`src/hw/gpw_defines.vh`:
```
// Register indices, field positions and reset values for the port block
`ifndef GPW_DEFINES_VH
`define GPW_DEFINES_VH
`define GPW_ADDR_W 4
`define GPW_IDX_A_DATA 4'h0
`define GPW_IDX_A_DIR 4'h1
`define GPW_IDX_A_PU 4'h2
`define GPW_IDX_A_WU 4'h3
`define GPW_IDX_B_DATA 4'h4
`define GPW_IDX_B_DIR 4'h5
`define GPW_IDX_B_PU 4'h6
`define GPW_IDX_C_DATA 4'h7
`define GPW_IDX_C_DIR 4'h8
`define GPW_IDX_C_PU 4'h9
`define GPW_IDX_D_DATA 4'hA
`define GPW_IDX_D_DIR 4'hB
`define GPW_IDX_D_PU 4'hC
`define GPW_IDX_SUP_LO 4'hD
`define GPW_IDX_SUP_HI 4'hE
`define GPW_MASK_A 8'hFF
`define GPW_MASK_B 8'hFF
`define GPW_MASK_C 8'h3F
`define GPW_MASK_D 8'h0F
`define GPW_MASK_SUP_LO 8'hFF
`define GPW_MASK_SUP_HI 8'h3F
`define GPW_RST_DATA 8'h00
`define GPW_RST_DIR 8'hFF
`define GPW_RST_PU 8'h00
`define GPW_RST_WU 8'h00
`define GPW_RST_SUP 8'h00
`define GPW_SUP_A6_HI 7
`define GPW_SUP_A3_HI 5
`define GPW_SUP_C5_HI 5
`define GPW_SUP_C4_HI 3
`define GPW_SUP_A7_HI 1
`define GPW_SUP_A2_HI 3
`define GPW_SUP_A0_HI 1
`endif

```
`src/hw/gpw_pin_sync.v`:
```
// Three-stage pin input synchroniser with agreement filter
`timescale 1ns/1ps
module gpw_pin_sync #(
    parameter WIDTH = 8
) (
    // Clock and reset
    input wire core_clk,
    input wire reset,
    // Pins
    input wire [WIDTH-1:0] pin_async,
    output reg [WIDTH-1:0] pin_level
);
    reg [WIDTH-1:0] stage1_reg;
    reg [WIDTH-1:0] stage2_reg;
    reg [WIDTH-1:0] stage3_reg;
    always @(posedge core_clk or posedge reset) begin
        if (reset) begin
            stage1_reg <= {WIDTH{1'b1}};
            stage2_reg <= {WIDTH{1'b1}};
            stage3_reg <= {WIDTH{1'b1}};
            pin_level <= {WIDTH{1'b1}};
        end else begin
            stage1_reg <= pin_async;
            stage2_reg <= stage1_reg;
            stage3_reg <= stage2_reg;
            // Take a change once the later two stages agree
            pin_level <= (stage2_reg & stage3_reg) | (pin_level & (stage2_reg ^ stage3_reg));
        end
    end
endmodule // gpw_pin_sync

```
`src/hw/gpw_port.v`:
```
// One port: data latch, direction, pull-up, pad drive and read mux
`timescale 1ns/1ps
`include "gpw_defines.vh"
module gpw_port #(
    parameter [7:0] MASK = 8'hFF
) (
    // Clock and reset
    input wire core_clk,
    input wire reset,
    // Register writes
    input wire [7:0] wdata,
    input wire data_we,
    input wire dir_we,
    input wire pu_we,
    // Function selection per pin, 1 = general purpose I/O
    input wire [7:0] gpio_sel,
    // Synchronised pin levels
    input wire [7:0] pin_level,
    // Register contents
    output wire [7:0] data_rd,
    output reg [7:0] dir_reg,
    output reg [7:0] pu_reg,
    // Pad control
    output wire [7:0] pad_out,
    output wire [7:0] pad_oe,
    output wire [7:0] pad_pullup
);
    reg [7:0] latch_reg;
    genvar i;
    always @(posedge core_clk or posedge reset) begin
        if (reset) begin
            latch_reg <= `GPW_RST_DATA;
            dir_reg <= `GPW_RST_DIR & MASK;
            pu_reg <= `GPW_RST_PU;
        end else begin
            if (data_we) begin
                latch_reg <= wdata & MASK;
            end
            if (dir_we) begin
                dir_reg <= wdata & MASK;
            end
            if (pu_we) begin
                pu_reg <= wdata & MASK;
            end
        end
    end
    generate
        for (i = 0; i < 8; i = i + 1) begin : g_pin
            // Input reads live pin, output reads latch
            assign data_rd[i] = MASK[i] & (dir_reg[i] ? pin_level[i] : latch_reg[i]);
            assign pad_oe[i] = MASK[i] & ~dir_reg[i];
            assign pad_out[i] = MASK[i] & ~dir_reg[i] & latch_reg[i];
            // Pull-up only for a digital input
            assign pad_pullup[i] = MASK[i] & pu_reg[i] & dir_reg[i] & gpio_sel[i];
        end
    endgenerate
endmodule // gpw_port

```
`src/hw/gpw_top.v`:
```
// Four-port general-purpose I/O block with port A wake-up and supply select
// What this block does
// - Four ports: 8, 8, 6, 4 bits.
// - Input read samples live pins, no latching.
// - Output latch holds until rewritten.
// - Direction bit 1 input, 0 output; reset 1.
// - Output pin read returns latch value.
// - Pull-up enable per pin, reset 0.
// - Pull-up only on digital input pins.
// - Port A falling edge raises wake-up.
// - Wake-up enable per port A bit, reset 0.
// - Wake-up only for GPIO input while asleep.
// - Supply field 1x alternate, 0x main.
// - High select: C5, C4, A7; 7:6 unused.
// - Alternate supply needs B4 function and 1x.
// - Supply choice only for digital I/O pins.
// - Unimplemented bits ignore writes, read zero.
`timescale 1ns/1ps
`include "gpw_defines.vh"
module gpw_top (
    // Clock and reset
    input wire core_clk,
    input wire reset,
    // CPU data memory access
    input wire [`GPW_ADDR_W-1:0] mem_addr,
    input wire mem_wr,
    input wire mem_rd,
    input wire [7:0] mem_wdata,
    output reg [7:0] mem_rdata,
    // Processor state and pin function selection
    input wire cpu_low_power,
    input wire [7:0] port_a_gpio_sel,
    input wire [7:0] port_b_gpio_sel,
    input wire [5:0] port_c_gpio_sel,
    input wire [3:0] port_d_gpio_sel,
    input wire port_b_pin4_alt_supply,
    // Port A pads
    input wire [7:0] port_a_in,
    output wire [7:0] port_a_out,
    output wire [7:0] port_a_oe,
    output wire [7:0] port_a_pullup,
    // Port B pads
    input wire [7:0] port_b_in,
    output wire [7:0] port_b_out,
    output wire [7:0] port_b_oe,
    output wire [7:0] port_b_pullup,
    // Port C pads
    input wire [5:0] port_c_in,
    output wire [5:0] port_c_out,
    output wire [5:0] port_c_oe,
    output wire [5:0] port_c_pullup,
    // Port D pads
    input wire [3:0] port_d_in,
    output wire [3:0] port_d_out,
    output wire [3:0] port_d_oe,
    output wire [3:0] port_d_pullup,
    // Supply routing, 1 = alternate supply: A0 A2 A3 A6 A7 C4 C5 at bits 0..6
    output wire [6:0] alt_supply_sel,
    // Wake-up
    output reg wakeup_req
);
    ////////////////////////////////////////////////////////////////////////////
    // Decode
    wire [7:0] rd_a;
    wire [7:0] rd_b;
    wire [7:0] rd_c;
    wire [7:0] rd_d;
    wire [7:0] dir_a;
    wire [7:0] dir_b;
    wire [7:0] dir_c;
    wire [7:0] dir_d;
    wire [7:0] pu_a;
    wire [7:0] pu_b;
    wire [7:0] pu_c;
    wire [7:0] pu_d;
    wire [7:0] out_a;
    wire [7:0] out_b;
    wire [7:0] out_c;
    wire [7:0] out_d;
    wire [7:0] oe_a;
    wire [7:0] oe_b;
    wire [7:0] oe_c;
    wire [7:0] oe_d;
    wire [7:0] pull_a;
    wire [7:0] pull_b;
    wire [7:0] pull_c;
    wire [7:0] pull_d;
    wire [7:0] lvl_a;
    wire [7:0] lvl_b;
    wire [5:0] lvl_c;
    wire [3:0] lvl_d;
    reg [7:0] wu_reg;
    reg [7:0] sup_lo_reg;
    reg [7:0] sup_hi_reg;
    reg [7:0] lvl_a_prev_reg;
    wire [7:0] sel_c;
    wire [7:0] sel_d;
    assign sel_c = {2'b00, port_c_gpio_sel};
    assign sel_d = {4'h0, port_d_gpio_sel};
    wire we_a = mem_wr && (mem_addr == `GPW_IDX_A_DATA);
    wire we_ad = mem_wr && (mem_addr == `GPW_IDX_A_DIR);
    wire we_ap = mem_wr && (mem_addr == `GPW_IDX_A_PU);
    wire we_aw = mem_wr && (mem_addr == `GPW_IDX_A_WU);
    wire we_b = mem_wr && (mem_addr == `GPW_IDX_B_DATA);
    wire we_bd = mem_wr && (mem_addr == `GPW_IDX_B_DIR);
    wire we_bp = mem_wr && (mem_addr == `GPW_IDX_B_PU);
    wire we_c = mem_wr && (mem_addr == `GPW_IDX_C_DATA);
    wire we_cd = mem_wr && (mem_addr == `GPW_IDX_C_DIR);
    wire we_cp = mem_wr && (mem_addr == `GPW_IDX_C_PU);
    wire we_d = mem_wr && (mem_addr == `GPW_IDX_D_DATA);
    wire we_dd = mem_wr && (mem_addr == `GPW_IDX_D_DIR);
    wire we_dp = mem_wr && (mem_addr == `GPW_IDX_D_PU);
    wire we_slo = mem_wr && (mem_addr == `GPW_IDX_SUP_LO);
    wire we_shi = mem_wr && (mem_addr == `GPW_IDX_SUP_HI);
    ////////////////////////////////////////////////////////////////////////////
    // Pin synchronisers
    gpw_pin_sync #(.WIDTH(8)) u_sync_a (
        .core_clk(core_clk),
        .reset(reset),
        .pin_async(port_a_in),
        .pin_level(lvl_a)
    );
    gpw_pin_sync #(.WIDTH(8)) u_sync_b (
        .core_clk(core_clk),
        .reset(reset),
        .pin_async(port_b_in),
        .pin_level(lvl_b)
    );
    gpw_pin_sync #(.WIDTH(6)) u_sync_c (
        .core_clk(core_clk),
        .reset(reset),
        .pin_async(port_c_in),
        .pin_level(lvl_c)
    );
    gpw_pin_sync #(.WIDTH(4)) u_sync_d (
        .core_clk(core_clk),
        .reset(reset),
        .pin_async(port_d_in),
        .pin_level(lvl_d)
    );
    ////////////////////////////////////////////////////////////////////////////
    // Ports, widths 8, 8, 6, 4 set by masks
    gpw_port #(.MASK(`GPW_MASK_A)) u_port_a (
        .core_clk(core_clk),
        .reset(reset),
        .wdata(mem_wdata),
        .data_we(we_a),
        .dir_we(we_ad),
        .pu_we(we_ap),
        .gpio_sel(port_a_gpio_sel),
        .pin_level(lvl_a),
        .data_rd(rd_a),
        .dir_reg(dir_a),
        .pu_reg(pu_a),
        .pad_out(out_a),
        .pad_oe(oe_a),
        .pad_pullup(pull_a)
    );
    gpw_port #(.MASK(`GPW_MASK_B)) u_port_b (
        .core_clk(core_clk),
        .reset(reset),
        .wdata(mem_wdata),
        .data_we(we_b),
        .dir_we(we_bd),
        .pu_we(we_bp),
        .gpio_sel(port_b_gpio_sel),
        .pin_level(lvl_b),
        .data_rd(rd_b),
        .dir_reg(dir_b),
        .pu_reg(pu_b),
        .pad_out(out_b),
        .pad_oe(oe_b),
        .pad_pullup(pull_b)
    );
    gpw_port #(.MASK(`GPW_MASK_C)) u_port_c (
        .core_clk(core_clk),
        .reset(reset),
        .wdata(mem_wdata),
        .data_we(we_c),
        .dir_we(we_cd),
        .pu_we(we_cp),
        .gpio_sel(sel_c),
        .pin_level({2'b00, lvl_c}),
        .data_rd(rd_c),
        .dir_reg(dir_c),
        .pu_reg(pu_c),
        .pad_out(out_c),
        .pad_oe(oe_c),
        .pad_pullup(pull_c)
    );
    gpw_port #(.MASK(`GPW_MASK_D)) u_port_d (
        .core_clk(core_clk),
        .reset(reset),
        .wdata(mem_wdata),
        .data_we(we_d),
        .dir_we(we_dd),
        .pu_we(we_dp),
        .gpio_sel(sel_d),
        .pin_level({4'h0, lvl_d}),
        .data_rd(rd_d),
        .dir_reg(dir_d),
        .pu_reg(pu_d),
        .pad_out(out_d),
        .pad_oe(oe_d),
        .pad_pullup(pull_d)
    );
    assign port_a_out = out_a;
    assign port_a_oe = oe_a;
    assign port_a_pullup = pull_a;
    assign port_b_out = out_b;
    assign port_b_oe = oe_b;
    assign port_b_pullup = pull_b;
    assign port_c_out = out_c[5:0];
    assign port_c_oe = oe_c[5:0];
    assign port_c_pullup = pull_c[5:0];
    assign port_d_out = out_d[3:0];
    assign port_d_oe = oe_d[3:0];
    assign port_d_pullup = pull_d[3:0];
    ////////////////////////////////////////////////////////////////////////////
    // Wake-up enable and supply select registers
    always @(posedge core_clk or posedge reset) begin
        if (reset) begin
            wu_reg <= `GPW_RST_WU;
            sup_lo_reg <= `GPW_RST_SUP;
            sup_hi_reg <= `GPW_RST_SUP;
        end else begin
            if (we_aw) begin
                wu_reg <= mem_wdata;
            end
            if (we_slo) begin
                sup_lo_reg <= mem_wdata & `GPW_MASK_SUP_LO;
            end
            if (we_shi) begin
                sup_hi_reg <= mem_wdata & `GPW_MASK_SUP_HI;
            end
        end
    end
    ////////////////////////////////////////////////////////////////////////////
    // Supply routing, upper field bit picks the alternate supply
    wire [6:0] sup_field_hi;
    wire [6:0] sup_gpio;
    // Lower field bit is a don't-care: 0x main, 1x alternate
    wire pin_a0_supply_alt = sup_lo_reg[`GPW_SUP_A0_HI];
    wire pin_a2_supply_alt = sup_lo_reg[`GPW_SUP_A2_HI];
    wire pin_a3_supply_alt = sup_lo_reg[`GPW_SUP_A3_HI];
    wire pin_a6_supply_alt = sup_lo_reg[`GPW_SUP_A6_HI];
    wire pin_a7_supply_alt = sup_hi_reg[`GPW_SUP_A7_HI];
    wire pin_c4_supply_alt = sup_hi_reg[`GPW_SUP_C4_HI];
    wire pin_c5_supply_alt = sup_hi_reg[`GPW_SUP_C5_HI];
    assign sup_field_hi = {pin_c5_supply_alt, pin_c4_supply_alt,
                           pin_a7_supply_alt, pin_a6_supply_alt,
                           pin_a3_supply_alt, pin_a2_supply_alt,
                           pin_a0_supply_alt};
    assign sup_gpio = {port_c_gpio_sel[5], port_c_gpio_sel[4], port_a_gpio_sel[7],
                       port_a_gpio_sel[6], port_a_gpio_sel[3], port_a_gpio_sel[2],
                       port_a_gpio_sel[0]};
    assign alt_supply_sel = sup_field_hi & sup_gpio & {7{port_b_pin4_alt_supply}};
    ////////////////////////////////////////////////////////////////////////////
    // Port A falling-edge wake-up
    wire [7:0] wu_armed = wu_reg & dir_a & port_a_gpio_sel & {8{cpu_low_power}};
    always @(posedge core_clk or posedge reset) begin
        if (reset) begin
            lvl_a_prev_reg <= 8'hFF;
            wakeup_req <= 1'b0;
        end else begin
            lvl_a_prev_reg <= lvl_a;
            wakeup_req <= |(wu_armed & lvl_a_prev_reg & ~lvl_a);
        end
    end
    ////////////////////////////////////////////////////////////////////////////
    // Read mux, registered on read strobe
    reg [7:0] rd_next;
    always @* begin
        case (mem_addr)
            `GPW_IDX_A_DATA: rd_next = rd_a;
            `GPW_IDX_A_DIR: rd_next = dir_a;
            `GPW_IDX_A_PU: rd_next = pu_a;
            `GPW_IDX_A_WU: rd_next = wu_reg;
            `GPW_IDX_B_DATA: rd_next = rd_b;
            `GPW_IDX_B_DIR: rd_next = dir_b;
            `GPW_IDX_B_PU: rd_next = pu_b;
            `GPW_IDX_C_DATA: rd_next = rd_c;
            `GPW_IDX_C_DIR: rd_next = dir_c;
            `GPW_IDX_C_PU: rd_next = pu_c;
            `GPW_IDX_D_DATA: rd_next = rd_d;
            `GPW_IDX_D_DIR: rd_next = dir_d;
            `GPW_IDX_D_PU: rd_next = pu_d;
            `GPW_IDX_SUP_LO: rd_next = sup_lo_reg;
            `GPW_IDX_SUP_HI: rd_next = sup_hi_reg;
            default: rd_next = 8'h00;
        endcase
    end
    always @(posedge core_clk or posedge reset) begin
        if (reset) begin
            mem_rdata <= 8'h00;
        end else if (mem_rd) begin
            mem_rdata <= rd_next;
        end
    end
    // Unbonded lines are masked off; their register bits ignore writes and read zero
endmodule // gpw_top

```
`config.mk`:
```
export PLATFORM = sky130hd
export DESIGN_NAME = gpw_top
export DESIGN_NICKNAME = d
export VERILOG_FILES = /design/src/hw/gpw_pin_sync.v /design/src/hw/gpw_port.v /design/src/hw/gpw_top.v
export VERILOG_INCLUDE_DIRS = /design/src /design/src/hw
export SDC_FILE = /design/constraint.sdc
export NUM_CORES = 1
export LEC_CHECK = 0
export BUFFER_PORTS_ARGS = -buffer_cell sky130_fd_sc_hd__buf_2
export CELL_PAD_IN_SITES_DETAIL_PLACEMENT = 0
export CELL_PAD_IN_SITES_GLOBAL_PLACEMENT = 1
export CORE_UTILIZATION = 30
export DETAILED_ROUTE_END_ITERATION = 6
export PLACE_DENSITY_LB_ADDON = 0.1
export SYNTH_ARGS = -nofsm -noshare
export SYNTH_HDL_FRONTEND = slang
export SYNTH_SLANG_ARGS = --single-unit
export TNS_END_PERCENT = 1
```
`constraint.sdc`:
```
create_clock -name core_clk -period 15 [get_ports core_clk]
set_input_delay 0.75 -clock core_clk [delete_from_list [all_inputs] [get_ports core_clk]]
set_output_delay 0.75 -clock core_clk [all_outputs]
set_load 0.01 [all_outputs]
```
# Word level (Yosys, flattened, before mapping)
# Cells that the tools add are included.
[op_classes]
add_sub_neg = 0
multipliers = 0
n_div = 0
order_cmp = 0
n_eq_ne = 14
n_shift = 0
n_mux = 27
n_bitwise = 128
n_reduce_logical = 17
[op_table]
columns = ["cell", "count"]
rows = [
  ["8-bit one-hot mux with 15 select lines", 1],
  ["1-bit AND", 78],
  ["8-bit AND", 9],
  ["4-bit == test (second input constant)", 7],
  ["1-bit two-way mux", 26],
  ["1-bit NOT", 26],
  ["4-bit by 3-bit == test with 1-bit output (second input constant)", 4],
  ["8-bit bitwise OR", 2],
  ["8-bit bitwise XOR", 2],
  ["1-bit logical AND", 15],
  ["7-bit AND", 2],
  ["6-bit AND", 2],
  ["4-bit AND", 2],
  ["4-bit by 2-bit == test with 1-bit output (second input constant)", 2],
  ["8-bit NOT", 1],
  ["8-bit OR reduction", 1],
  ["6-bit bitwise OR", 1],
  ["6-bit bitwise XOR", 1],
  ["4-bit by 1-bit == test with 1-bit output (second input constant)", 1],
  ["4-bit logical NOT", 1],
  ["4-bit bitwise OR", 1],
  ["4-bit bitwise XOR", 1],
]
[word_totals]
regBits = 221
latchBits = 0
mem_bits_rw = 0
mem_bits_ro = 0
inputBits = 70
output_inout_bits = 94
word_cells = 220
mem_count = 0

# Longest topological paths before layout
[depth]
word_depth = 6
ltp_mapped = 8
depth_no_buf = 5

# Hierarchy
# From an unflattened synthesis, not the netlist that was laid out.
[unflattened]
cells_unflattened = 769
hier_area_um2 = 10339.9
[by_module_without_submodules]
columns = ["mod", "instances", "cells_per_inst", "area_each_um2", "seq_area_each_um2"]
rows = [
  ["gpw_top", 1, 298, 2851.5, 985.9],
  ["gpw_port (u_port_a ...)", 2, 84, 1228.7, 610.6],
  ["gpw_pin_sync (u_sync_a ...)", 2, 49, 1004.7, 840.8],
  ["gpw_port (u_port_c)", 1, 77, 1024.7, 457.9],
  ["gpw_pin_sync (u_sync_c)", 1, 37, 754.5, 630.6],
  ["gpw_port (u_port_d)", 1, 66, 738.2, 305.3],
  ["gpw_pin_sync (u_sync_d)", 1, 25, 504.2, 420.4],
]

# Worst setup path before layout
# Ideal clock, no wire load.
[synth_path]
kind = "input to register"
start = "input port mem_addr[1]"
end = "register mem_rdata[1]"
setup_ps = 132
t_arrival_ps = 1854
required_time_ps = 14868
setup_slack_ps = 13014
cell_stages = 6
n_path_buf = 2
path_cell_list = "buf_2 -> buf_6 -> mux2_1 -> a221o_1 -> a21oi_1 -> a32oi_1"
[synth_between]
elab_chain_cells = 2
word_cells_on_any_way = 16
cone_classes = "eq/ne (14); mux (1); reduce/logical (1)"
[synth_rtl]
columns = ["item", "line", "rtl"]
rows = [
  ["start: declaration", "gpw_top.v:25", "input wire [`GPW_ADDR_W-1:0] mem_addr,"],
  ["4-bit == test, or another cell as far along", "gpw_top.v:274", "case (mem_addr)"],
  ["8-bit one-hot mux with 15 select lines (*)", "gpw_top.v:274", ""],
  ["end signal: assignment", "gpw_top.v:297", "mem_rdata <= rd_next;"],
  ["end: declaration", "gpw_top.v:29", "output reg [7:0] mem_rdata,"],
]
# Every way passes the cells marked *; elsewhere a longest branch is shown, timed or not.
# A chain may end at the register's enable or synchronous reset.

# Worst setup path after layout
[layout_path]
start = "input port mem_addr[2]"
end = "register u_port_b.pu_reg[6]"
[layout_between]
elab_chain_cells = 2
[layout_rtl]
columns = ["item", "line", "rtl"]
rows = [
  ["4-bit by 3-bit == test with 1-bit output", "-", ""],
  ["1-bit logical AND", "gpw_top.v:106", "wire we_bp = mem_wr && (mem_addr == `GPW_IDX_B_PU);"],
  ["end signal: assignment", "gpw_port.v:34", "pu_reg <= `GPW_RST_PU;"],
  ["end signal: assignment", "gpw_port.v:43", "pu_reg <= wdata & MASK;"],
  ["end: declaration", "gpw_port.v:22", "output reg [7:0] pu_reg,"],
]
# No other way between the ends.

==> results by group <==
Outcome
  – Status: completed

Routing
  – Iter 0 DRT Violations: ~390
  – Vias/cell: 4.91
  – Post-DRT Antenna Nets: 0
  – 1st-pass router iterations: 5
  – Residual DRC: 0
  – Vias: 6384
  – WL per Instance: roughly 22 um
  – Routed WL: just under 30000 um

STA
  – Fin crit share: 16.6%
  – Slew headroom: 40.8%
  – Fin. max-slew vios: 0
  – Final setup fails: 0
  – Setup TNS: 0 ps
  – Clock skew: around 8.8 ps
  – Final Critical Period: roughly 2500 ps
  – RSZ-0062 raised after global routing: no
  – Fin. Hold Viols: 0
  – FMAX: 401 MHz
  – Worst-margin pin slew: around 890 ps

Clock tree
  – Clock transition at path regs: 60 ps
  – Worst-Skew Late Latency: ~530 ps
  – Post-CTS sizing: 0
  – CTS tree: done
  – CTS Buf Count: 26
  – TritonCTS Sinks: around 220
  – Clk root buf: clkbuf_16
  – H-tree Lvls: 1
  – Clock Path Buffers: 3
  – Setup bufs post-CTS: 0
  – Hold-fix buffers, CTS: 0

Power
  – Leakage power: approximately 5.2 nW
  – Cell Pwr Density: roughly 150 nW/um^2
  – Total power: between 0.0015 and 0.002 W
  – VDD IR max: approximately 0.08 mV

Worst setup path
  – Crit. Startpoint: mem_addr[2]
  – CP max FO: 36
  – Reg2reg setup slack: 13300 ps
  – Worst r2r src: u_port_c.dir_reg[3]
  – Critical Path AT: 2910 ps
  – Critical path class: in2reg
  – Crit path capture type: flip-flop
  – Largest incremental delay on the critical path: 620 ps
  – Worst Path Required: 15410 ps
  – Reg2reg end: mem_rdata[3]
  – Slowest cell on crit path: buf_2
  – FF-to-FF path depth: 5
  – CP Capture Point: u_port_b.pu_reg[6]
  – Critical Path Start Type: input port
  – Crit path cell chain: buf_2 > nor2b_4 > nand2_1 > nor2_2 > mux2_2

Synth
  – Synth area leaders: dfstp_2 (39%), dfrtp_1 (22%), mux2_2 (10%)
  – Ys Warns: 0
  – Synth cell types: a little over 60
  – Synth area leader: dfstp_2
  – Syn avg cell area: 13.0 um^2
  – Asr flop ratio synth: between 90% and 100%
  – Synth Flop Type: dfstp_2
  – Synthesized area: just over 9000 um^2
  – Syn nets: between 800 and 900
  – Top cell type's share of synthesized area: 38.9%
  – Synthesized flop and latch total: about 220
  – Number of synthesized flops with an enable pin: 0
  – Seq/Total Area, Yosys: between 60% and 70%
  – Syn Inst Count: between 700 and 800

Floorplan
  – Die ar.: 31800 um^2
  – # rows: 64
  – CORE AREA: between 30000 and 40000 um^2
  – IO Count: between 150 and 200
  – Die Width: between 150 and 200 um
  – Initial Util: a little under a third
  – Die H: approximately 180 um

Worst hold path
  – Worst hold path class: in2reg

Global route
  – GR Util All Layers: 18.4%
  – Largest net degree at the start of global routing: approximately 110
  – Overflow after GRT: 0
  – Initial antenna violation count: 0
  – First-pass GRT wire length: approximately 43000 um
  – Via count of the first global-routing pass: approximately 6700

Flow run
  – MaxCap Viol Count: 0

Final layout
  – Commonest non-fill, non-tap cell in the layout: buf_2
  – ANT cells: 0
  – Net count reported at finish: about 1000
  – Layout cells sized above 1: 49.8%
  – Area Overhead vs Synth: 21.8%
  – Commonest non-fill, non-tap cells in the layout: buf_2 (163), dfstp_2 (138), mux2_2 (84)

Place
  – RD Place Congestion: around 0.8
  – Hpwl dp: around 20000 um
  – Buffers on Ports: ~160
[synthesized netlist by cell type, types with 4 or more instances]
cell      count
a22oi_1       4
buf_6         5
nand2_1      45
nand2b_1      4
dfrtp_1      83
a21o_1       27
o21ai_0      32
buf_4         6
clkbuf_1      7
inv_1        28
buf_2         7
nor2_2        4
nand3_2       5
mux2i_1       9
a21oi_1      28
dfstp_2     138
nor2b_1      31
o22ai_1       7
nand4_1      11
nand3_1       9
a32oi_1      10
mux2_2       84
and3_1       36
nor2_1       12
ha_1         26
nor3_1        9
[metrics by stage]
step           instances  setup WS, ps  hold slack (ps)  utilization, %  cell area (um^2)
3_5_place_dp        1251         12000              347            34.3             10500
3_3_place_gp        1251         11750              345            34.3             10500
5_1_grt             1299         12420              296            37.1             11400
4_1_cts             1299         12510              293            37.1             11400
2_1_floorplan        717          8430              345               -              9320
6_report            1299         12510              311            37.1             11400
[cells by family after synthesis]
| family | count (synthesis) | share of synthesized area [%] |
|---|---|---|
| AOI/OAI and AO/OA | 134 | 9.52 |
| muxes | 95 | 11.5 |
| buffers and inverters | 57 | 3.05 |
| DFF | 221 | 61.2 |
| adders and majority gates | 26 | 3.49 |
| and+or+nand+nor | 184 | 11.3 |
[final cells by class]
class | instances | area, um^2
fillers | 3060 | 19200
flip-flops and latches | 221 | 5700
multi-input cells | 439 | 3340
repair buffers | 165 | 831
clock buffers | 41 | 830
well taps | 396 | 495
inverters | 30 | 120
clock inverters | 7 | 35.0
[layer usage]
layer	GRT usage, %	vias up	share of wire (%)
met5	0	-	0
met4	4.24	0	1.9
met3	2.81	41	4.8
met2	29.4	172	47
met1	26.2	3259	47
li1	-	2912	-
[worst min path at each step]
stage	slack (ps)	depth (start not counted)	from	to
global placement	350	0	u_sync_c.stage1_reg[0]	u_sync_c.stage2_reg[0]
global route	300	1	port_b_in[4]	u_sync_b.stage1_reg[4]
finish	310	1	port_d_in[1]	u_sync_d.stage1_reg[1]
detailed placement	350	0	u_sync_b.stage1_reg[6]	u_sync_b.stage2_reg[6]
floorplan	350	0	u_sync_a.stage1_reg[0]	u_sync_a.stage2_reg[0]
CTS	290	1	port_d_in[1]	u_sync_d.stage1_reg[1]
[power breakdown]
group          leakage, nW  total (W)  internal (W)  switching, W
logic                 2.31   0.000272      0.000126      0.000146
clock network        0.436   0.000628      0.000377      0.000251
registers             2.48   0.000803      0.000715     0.0000884
total                 5.22    0.00170       0.00122      0.000486
[worst max-delay path: cells and delay by family]
kind	cells	cell delay (ps)
and+or+nand+nor	3	1090
buffers and inverters	1	620
muxes	1	410
Power figures use the tool's default switching activity.
